===== src/rtl/mtpd_map.svh =====
`ifndef MTPD_MAP_SVH
`define MTPD_MAP_SVH
`define MTPD_TAP_INDEX      8'h08
`define MTPD_DELAY_INDEX    8'h09
`define MTPD_CTRL_ADDR      12'h040
`define MTPD_TAP_RESET      24'h333333
`define MTPD_DELAY_RESET    12'h000
`define MTPD_ACTIVE_RESET   6'h3F
`define MTPD_CH5_LSB        20
`define MTPD_CH4_LSB        16
`define MTPD_CH3_LSB        12
`define MTPD_CH2_LSB        8
`define MTPD_CH1_LSB        4
`define MTPD_CH0_LSB        0
`define MTPD_CODE_WIDTH     12
`define MTPD_SAMPLE_DIV     4'h4
`define MTPD_RESTART_CYCLES 4'h2
`endif


===== src/rtl/mtpd_pkg.sv =====
package mtpd_pkg;
  typedef enum logic [1:0] {RUN_ST, HOLD_ST, RESTART_ST} mtpd_state_type;
  typedef logic [11:0] mtpd_code_type;
  typedef logic [23:0] mtpd_word_type;
endpackage


===== src/rtl/mtpd_delay_line.sv =====
`timescale 1ns/100ps
`include "mtpd_map.svh"
module mtpd_delay_line
  import mtpd_pkg::*;
(
  // Clock and control
  input  wire logic          clk,
  input  wire logic          srst,
  input  wire logic          ce,
  input  wire logic          tick,
  input  wire logic          restart,
  input  wire mtpd_code_type code,
  // Reference start and delayed start
  input  wire logic          ref_start,
  output logic               lag_start
);
  typedef struct packed {
    logic          busy;
    mtpd_code_type cnt;
    logic          out;
  } mtpd_dl_state_type;
  mtpd_dl_state_type st_reg;
  mtpd_dl_state_type st_next;

  // Count code sample periods after channel 5 starts, then start channel 4
  always_comb
  begin
    st_next = st_reg;
    st_next.out = 1'b0;
    if (restart)
    begin
      st_next.busy = 1'b0;
      st_next.cnt = '0;
    end
    else if (ref_start)
    begin
      if (code == '0)
        st_next.out = 1'b1; // Zero code: no lag
      else
      begin
        st_next.busy = 1'b1;
        st_next.cnt = code;
      end
    end
    else if (st_reg.busy && tick)
    begin
      st_next.cnt = st_reg.cnt - 12'h001; // One period per count
      if (st_reg.cnt == 12'h001)
      begin
        st_next.busy = 1'b0;
        st_next.out = 1'b1;
      end
    end
  end

  // State register
  always_ff @(posedge clk)
  begin
    if (srst)
      st_reg <= '0;
    else if (ce)
      st_reg <= st_next;
  end

  assign lag_start = st_reg.out;

  lag_count_a: assert property (@(posedge clk) disable iff (srst)
    (ce && !restart && ref_start && code == 12'h002)
      ##1 (ce && !restart && !ref_start && !tick)[*2]
      ##1 (ce && !restart && !ref_start && tick)
      ##1 (ce && !restart && !ref_start && !tick)[*3]
      ##1 (ce && !restart && !ref_start && tick) |=> lag_start)
    else $error("lag start not issued after code periods");
  zero_code_a: assert property (@(posedge clk) disable iff (srst)
    (ce && !restart && ref_start && code == '0) |=> lag_start)
    else $error("zero code did not start at once");
endmodule


===== src/rtl/mtpd_top.sv =====
// Chosen here: the APB register port.
`timescale 1ns/100ps
`include "mtpd_map.svh"
module mtpd_top
  import mtpd_pkg::*;
(
  // Clock, reset, enable
  input  wire logic        CLK,
  input  wire logic        SRST,
  input  wire logic        CE,
  // APB slave
  input  wire logic        PSEL,
  input  wire logic        PENABLE,
  input  wire logic        PWRITE,
  input  wire logic [11:0] PADDR,
  input  wire logic [31:0] PWDATA,
  output logic      [31:0] PRDATA,
  output logic             PREADY,
  output logic             PSLVERR,
  // Modulator comparator pins, four per channel, asynchronous
  input  wire logic [23:0] COMP_IN,
  // Converter channel control
  output logic [5:0]       CH_RESTART,
  output logic             SAMPLE_TICK,
  output logic             CH4_START
);
  // Byte address from register index
  function automatic logic [11:0] reg_addr(input logic [7:0] idx);
    reg_addr = {2'b00, idx, 2'b00};
  endfunction

  typedef struct packed {
    logic [23:0]    sync1;
    logic [23:0]    sync2;
    mtpd_word_type  tap;
    mtpd_code_type  code;
    logic [5:0]     active;
    logic [3:0]     div;
    logic           tick;
    mtpd_state_type state;
    logic [3:0]     rcnt;
    logic [5:0]     restart;
    logic           ch5_start;
    logic [31:0]    prdata;
    logic           pready;
    logic           pslverr;
    logic           lag;
  } mtpd_top_state_type;
  mtpd_top_state_type st_reg;
  mtpd_top_state_type st_next;

  logic        wr_access;
  logic        rd_access;
  logic        lag_start;

  // APB setup phase, answered in one cycle
  // Decode in the setup cycle: a low enable at that edge loses the transfer
  assign wr_access = PSEL && !PENABLE && PWRITE && !st_reg.pready;
  assign rd_access = PSEL && !PENABLE && !PWRITE && !st_reg.pready;

  // Next state of the whole block
  always_comb
  begin
    st_next = st_reg;
    st_next.sync1 = COMP_IN;
    st_next.sync2 = st_reg.sync1;
    st_next.pready = 1'b0;
    st_next.pslverr = 1'b0;
    st_next.restart = '0;
    st_next.ch5_start = 1'b0;
    st_next.lag = lag_start && st_reg.active[4]; // Inactive channel 4 stays idle
    // Modulator sample clock divider
    st_next.tick = (st_reg.div == `MTPD_SAMPLE_DIV - 4'h1);
    st_next.div = st_next.tick ? 4'h0 : st_reg.div + 4'h1;
    // Tap refresh every sample period
    if (st_reg.tick)
      st_next.tap = st_reg.sync2; // Lanes per channel
    // Restart sequence for active channels
    case (st_reg.state)
      RUN_ST: ;
      HOLD_ST:
      begin
        st_next.restart = st_reg.active;
        if (st_reg.rcnt == 4'h1)
          st_next.state = RESTART_ST;
        st_next.rcnt = st_reg.rcnt - 4'h1;
      end
      RESTART_ST:
      begin
        // Start on a tick after the pulse, so the pair delay has no phase jitter
        if (st_reg.tick && st_reg.restart == '0)
        begin
          st_next.ch5_start = st_reg.active[5];
          st_next.state = RUN_ST;
        end
      end
      default: st_next.state = RUN_ST;
    endcase
    // Register access, after the sequence so that a new delay write wins
    if (wr_access || rd_access)
    begin
      st_next.pready = 1'b1;
      st_next.prdata = '0;
      if (PADDR == reg_addr(`MTPD_TAP_INDEX))
      begin
        if (rd_access)
          st_next.prdata = {8'h00, st_reg.tap};
        else
          st_next.tap = PWDATA[23:0]; // Overwritten next tick
      end
      else if (PADDR == reg_addr(`MTPD_DELAY_INDEX))
      begin
        if (rd_access)
          st_next.prdata = {20'h00000, st_reg.code};
        else
        begin
          st_next.code = PWDATA[11:0];
          st_next.state = HOLD_ST;
          st_next.rcnt = `MTPD_RESTART_CYCLES;
        end
      end
      else if (PADDR == `MTPD_CTRL_ADDR)
      begin
        if (rd_access)
          st_next.prdata = {26'h0000000, st_reg.active};
        else
          st_next.active = PWDATA[5:0];
      end
      else
        st_next.pslverr = 1'b1;
    end
  end

  // State register
  always_ff @(posedge CLK)
  begin
    if (SRST)
    begin
      // Power-up values of the registers
      st_reg <= '0;
      st_reg.tap <= `MTPD_TAP_RESET;
      st_reg.code <= `MTPD_DELAY_RESET;
      st_reg.active <= `MTPD_ACTIVE_RESET;
      st_reg.state <= RUN_ST;
    end
    else if (CE)
      st_reg <= st_next;
  end

  // Channel 4 start counter
  mtpd_delay_line mtpd_delay_line_inst
  (
    .clk       (CLK),
    .srst      (SRST),
    .ce        (CE),
    .tick      (st_reg.tick),
    .restart   (|st_reg.restart),
    .code      (st_reg.code),
    .ref_start (st_reg.ch5_start),
    .lag_start (lag_start)
  );

  assign PRDATA = st_reg.prdata;
  assign PREADY = st_reg.pready;
  assign PSLVERR = st_reg.pslverr;
  assign CH_RESTART = st_reg.restart;
  assign SAMPLE_TICK = st_reg.tick;
  assign CH4_START = st_reg.lag;

  tap_refresh_a: assert property (@(posedge CLK) disable iff (SRST)
    (CE && st_reg.tick && !wr_access) |=> st_reg.tap == $past(st_reg.sync2))
    else $error("tap not refreshed on sample tick");
  ch5_lane_a: assert property (@(posedge CLK) disable iff (SRST)
    (CE && st_reg.tick && !wr_access) |=> st_reg.tap[23:20] == $past(st_reg.sync2[23:20]))
    else $error("channel 5 lane wrong");
  ch2_lane_a: assert property (@(posedge CLK) disable iff (SRST)
    (CE && st_reg.tick && !wr_access) |=> st_reg.tap[11:8] == $past(st_reg.sync2[11:8]))
    else $error("channel 2 lane wrong");
  ch0_lane_a: assert property (@(posedge CLK) disable iff (SRST)
    (CE && st_reg.tick && !wr_access) |=> st_reg.tap[3:0] == $past(st_reg.sync2[3:0]))
    else $error("channel 0 lane wrong");
  // Remaining nibbles of the tap, one per channel
  ch4_lane_a: assert property (@(posedge CLK) disable iff (SRST)
    (CE && st_reg.tick && !wr_access) |=> st_reg.tap[19:16] == $past(st_reg.sync2[19:16]))
    else $error("channel 4 lane wrong");
  ch3_lane_a: assert property (@(posedge CLK) disable iff (SRST)
    (CE && st_reg.tick && !wr_access) |=> st_reg.tap[15:12] == $past(st_reg.sync2[15:12]))
    else $error("channel 3 lane wrong");
  ch1_lane_a: assert property (@(posedge CLK) disable iff (SRST)
    (CE && st_reg.tick && !wr_access) |=> st_reg.tap[7:4] == $past(st_reg.sync2[7:4]))
    else $error("channel 1 lane wrong");
  // Channel 5 starts only on a tick once the reset pulse is over
  ch5_align_a: assert property (@(posedge CLK) disable iff (SRST)
    (CE && st_reg.state == RESTART_ST && !st_reg.tick) |=> !st_reg.ch5_start)
    else $error("channel 5 start off the sample tick");
  restart_end_a: assert property (@(posedge CLK) disable iff (SRST)
    (CE && st_reg.state == RESTART_ST) |=> CH_RESTART == '0)
    else $error("restart pulse too long");
  write_restart_a: assert property (@(posedge CLK) disable iff (SRST)
    (CE && wr_access && PADDR == 12'h024 && st_reg.active != '0) ##1 CE |=> CH_RESTART != '0)
    else $error("delay write did not restart channels");
  code_store_a: assert property (@(posedge CLK) disable iff (SRST)
    (CE && wr_access && PADDR == 12'h024) |=> st_reg.code == $past(PWDATA[11:0]))
    else $error("delay code not stored");
  upper_zero_a: assert property (@(posedge CLK) disable iff (SRST)
    (CE && rd_access && PADDR == 12'h024) |=> PRDATA[31:12] == '0)
    else $error("unimplemented delay bits not zero");
  code_hold_a: assert property (@(posedge CLK) disable iff (SRST)
    !(CE && wr_access && PADDR == 12'h024) |=> st_reg.code == $past(st_reg.code))
    else $error("delay code changed without write");
  tick_period_a: assert property (@(posedge CLK) disable iff (SRST)
    (CE && SAMPLE_TICK) ##1 CE[*3] |=> SAMPLE_TICK)
    else $error("sample tick period wrong");
  delay_write_c: cover property (@(posedge CLK) disable iff (SRST)
    CE && wr_access && PADDR == 12'h024);
  tap_read_c: cover property (@(posedge CLK) disable iff (SRST)
    CE && rd_access && PADDR == 12'h020);
  lag_start_c: cover property (@(posedge CLK) disable iff (SRST) CH4_START);
  // Restart pulse and refused access
  restart_c: cover property (@(posedge CLK) disable iff (SRST) CH_RESTART != '0);
  unmapped_c: cover property (@(posedge CLK) disable iff (SRST) PSLVERR);
endmodule

===== config.mk =====
export PLATFORM = sky130hd
export DESIGN_NAME = mtpd_top
export DESIGN_NICKNAME = d
export VERILOG_FILES = /design/src/rtl/mtpd_pkg.sv /design/src/rtl/mtpd_delay_line.sv /design/src/rtl/mtpd_top.sv
export VERILOG_INCLUDE_DIRS = /design/src /design/src/rtl
export SDC_FILE = /design/constraint.sdc
export NUM_CORES = 1
export LEC_CHECK = 0
export BUFFER_PORTS_ARGS = -buffer_cell sky130_fd_sc_hd__buf_2
export CAP_MARGIN = 20
export CORE_MARGIN = 8
export CORE_UTILIZATION = 30
export DETAILED_ROUTE_END_ITERATION = 6
export PLACE_DENSITY = 0.6
export SLEW_MARGIN = 30
export SYNTH_ARGS = -nofsm -noshare
export SYNTH_HDL_FRONTEND = slang
export SYNTH_SLANG_ARGS = --single-unit

===== constraint.sdc =====
create_clock -name CLK -period 5.91 [get_ports CLK]
set_input_delay 0.591 -clock CLK [delete_from_list [all_inputs] [get_ports CLK]]
set_output_delay 0.591 -clock CLK [all_outputs]
set_load 0.02 [all_outputs]

==> run_results.csv <==
group,metric,value,unit
cells_and_area,fin_area,0.00762,mm²
setup_path,cp.depth,6,
synth,synthTopCellsByArea,"dfxtp_1 45%, mux2i_1 7.7%, nor2_1 5.8%",
setup_path,crit_end,"st_reg[57]$_SDFFE_PP1P_",
outcome,status,"completed",
cells_and_area,drive_above_1_share,0.183,
floorplan,rows,54,
clocking,post-cts-setup-buffer-count,0,
clocking,root_buffer,"clkbuf_16",
sta,slew_headroom,0.394,
floorplan,io_pins,116,
placement,dp.cells,1064,
floorplan,die_area,0.0271,mm²
setup_path,worst_r2r_path_depth,5,
placement,place.detailed.hpwl,13000,µm
setup_path,cp_max_fo,51,
setup_path,crit_required,6.23,ns
placement,port_buffers,99,
global_route,antenna_found_initial,1,
power_and_ir_drop,max-vdd-ir-drop,140,µV
clocking,cts_tree,"yes",
global_route,grt_overflow,0,
floorplan,fp.coreArea,0.0218,mm²
synth,syn_area_per_cell,8.67,µm²
global_route,grt_use_met2,0.206,
synth,synth.cell_area,0.00663,mm²
synth,synth_top_area_cell,"dfxtp_1",
global_route,grtUsageMet1,0.187,
synth,synth_top_area_frac,0.450,
power_and_ir_drop,p_leak,0.00311,µW
clocking,hold_buffers,0,
cells_and_area,fill_cells,2258,
sta,period_share,0.499,
sta,hold_viol_final,0,
setup_path,path_class,"input port to flip-flop",
sta,clock_skew,0.0108,ns
clocking,cts_buffer_depth,2,
sta,tightest_slew,0.907,ns
cells_and_area,multi_input_area,0.00312,mm²
floorplan,fp.dieW,165,µm
cells_and_area,largest_register_ff_count,77,
route,vias,5556,
setup_path,reg2reg_slack,3.30,ns
synth,yosys_most_used_dff,"dfxtp_1",
setup_path,worstPathArrival,3.27,ns
setup_path,cp_cell_sequence,"buf_4 > and4bb_2 > nand4_1 > nor2_1 > nor2b_1 > a211o_1",
clocking,cts_sinks,149,
sta,period_needed,2.95,ns
setup_path,crit_family,"simple AND/OR/NAND/NOR gates",
clocking,clock_latency,0.43,ns
global_route,grt.busiest_layer,"met2",
synth,synth_edf_count,0,
global_route,grt_usage,0.138,
sta,rsz0062_at_grt,"false",
sta,final_max_slew_viol_count,0,
floorplan,die_h,165,µm
placement,dpl-instance-area,0.00701,mm²
setup_path,slowest_delay,0.78,ns
route,viasPerCell,5.07,
power_and_ir_drop,power_density,295,mW/mm²
sta,setup_violations,0,
setup_path,r2r_start,"PREADY$_SDFFE_PP0P_",
synth,ys_seq_area_frac,0.450,
synth,ys_async_sr_fraction,0,
placement,place.gp.congestion,0.852,
setup_path,cp-start-kind,"input port",
cells_and_area,layout_common_cells,"149 x dfxtp_1, 103 x nor2_1, 97 x buf_2",
setup_path,startpoint,"CE",
route,wire_per_inst,17.0,µm
route,drcViolationCount,0,
setup_path,reg2reg_to,"st_reg[57]$_SDFFE_PP1P_",
setup_path,critPathBufInv,1,
worst_hold_path,hold_path_class,"input port to flip-flop",
route,drt_iter0_drc,485,
cells_and_area,final_cells,1096,
sta,fin_setup_tns,0,ns
route,firstDrtPassIters,5,
sta,fin_hold_ws,0.390,ns
global_route,grt_util_met3,0.0426,
synth,ys_seq_elements,149,
global_route,grt_pass1_wl,29100,µm
synth,synthCells,765,
route,wl,18600,µm
run,maxCapViolations,0,
clocking,cts_buffers,17,
synth,ys_types,61,
clocking,clkTransAtPathRegs,0.07,ns
floorplan,start_util,0.305,
setup_path,worst_setup_path_end_kind,"flip-flop",
cells_and_area,antennaDiodeCount,0,
cells_and_area,areaGrowthSynthToFinish,14.9,%
route,ant_nets,0,
cells_and_area,seq_area,0.00298,mm²
cells_and_area,fin_nets,882,
clocking,htree_levels,4,
sta,max_freq,0.339,GHz
global_route,grt_max_degree,83,
cells_and_area,final_common_cell,"dfxtp_1",
synth,synth_warnings,0,
clocking,cts_resized,0,
setup_path,cp_slowest_cell,"nor2_1",
global_route,first_global_vias,5144,
==> worst reg2reg max path, cell delays in order (launching register included) <==
cell	delay, ns
dfxtp_1	0.33
and4bb_2	0.39
nand4_1	0.57
nor2_1	0.78
nor2b_1	0.12
a211o_1	0.30
==> cell usage after synthesis (all sizes together) (7+ instances only) <==
| cell type | number |
|---|---|
| buf | 52 |
| nor3 | 26 |
| or3 | 8 |
| nor4 | 18 |
| dfxtp | 149 |
| nand2 | 68 |
| a22oi | 30 |
| nor2b | 11 |
| nor3b | 14 |
| mux2i | 51 |
| nand4 | 14 |
| clkbuf | 40 |
| inv | 7 |
| o211ai | 13 |
| a21oi | 54 |
| nand3 | 12 |
| nor2 | 103 |
| o21ai | 37 |
==> report_power, final <==
part / internal (µW) / switching [µW]
Combinational: 42.2 / 75.0
Sequential: 1020 / 11.9
Clock: 607 / 495
==> how the worst min path moves through the flow <==
stage,from,to,slack [ns],depth (start not counted)
6_report,COMP_IN[10],st_next[105]$_SDFFE_PP0P_,0.39,3
5_1_grt,COMP_IN[20],st_next[115]$_SDFFE_PP0P_,0.39,3
4_1_cts,COMP_IN[10],st_next[105]$_SDFFE_PP0P_,0.38,3
3_5_place_dp,PRDATA[8]$_SDFFE_PP0P_,PRDATA[8]$_SDFFE_PP0P_,0.43,2
3_3_place_gp,PRDATA[7]$_SDFFE_PP0P_,PRDATA[7]$_SDFFE_PP0P_,0.42,2
2_1_floorplan,PRDATA[10]$_SDFFE_PP0P_,PRDATA[10]$_SDFFE_PP0P_,0.42,2
==> kinds of logic after synthesis <==
| family | count (synthesis) | synth area share |
|---|---|---|
| simple gates | 292 | 0.215 |
| compound gates | 163 | 0.156 |
| flops | 149 | 0.450 |
| buf+inv | 100 | 0.0868 |
| mux | 51 | 0.0770 |
| fa+ha+maj | 5 | 0.00943 |
| xor+xnor | 4 | 0.00528 |
| other cells | 1 | 0.000565 |
==> metal layers <==
metal / vias to the layer above / part of all wire
met1: 2606 / 0.46
met3: 17 / 0.083
met2: 181 / 0.45
met4: 2 / 0.011
li1: 2750 / -
met5: - / 0.00054
==> through the flow <==
stage          total power, µW   util  worst slack [ns]
5_1_grt                   2330  0.350              2.75
2_1_floorplan             1130      -              3.73
3_5_place_dp              1170  0.322              2.42
6_report                  2250  0.350              2.96
3_3_place_gp              1170  0.322              2.49
4_1_cts                   2270  0.350              2.87
==> final cells by class <==
cell class                 count  area share
clock inverter                15      0.0236
inverter                       8     0.00394
sequential                   149       0.391
timing repair buffer         104      0.0706
clock buffer                  17      0.0558
tap                          280      0.0460
multi-input combinational    523       0.409
No activity file was read; power rests on OpenSTA's default activity.
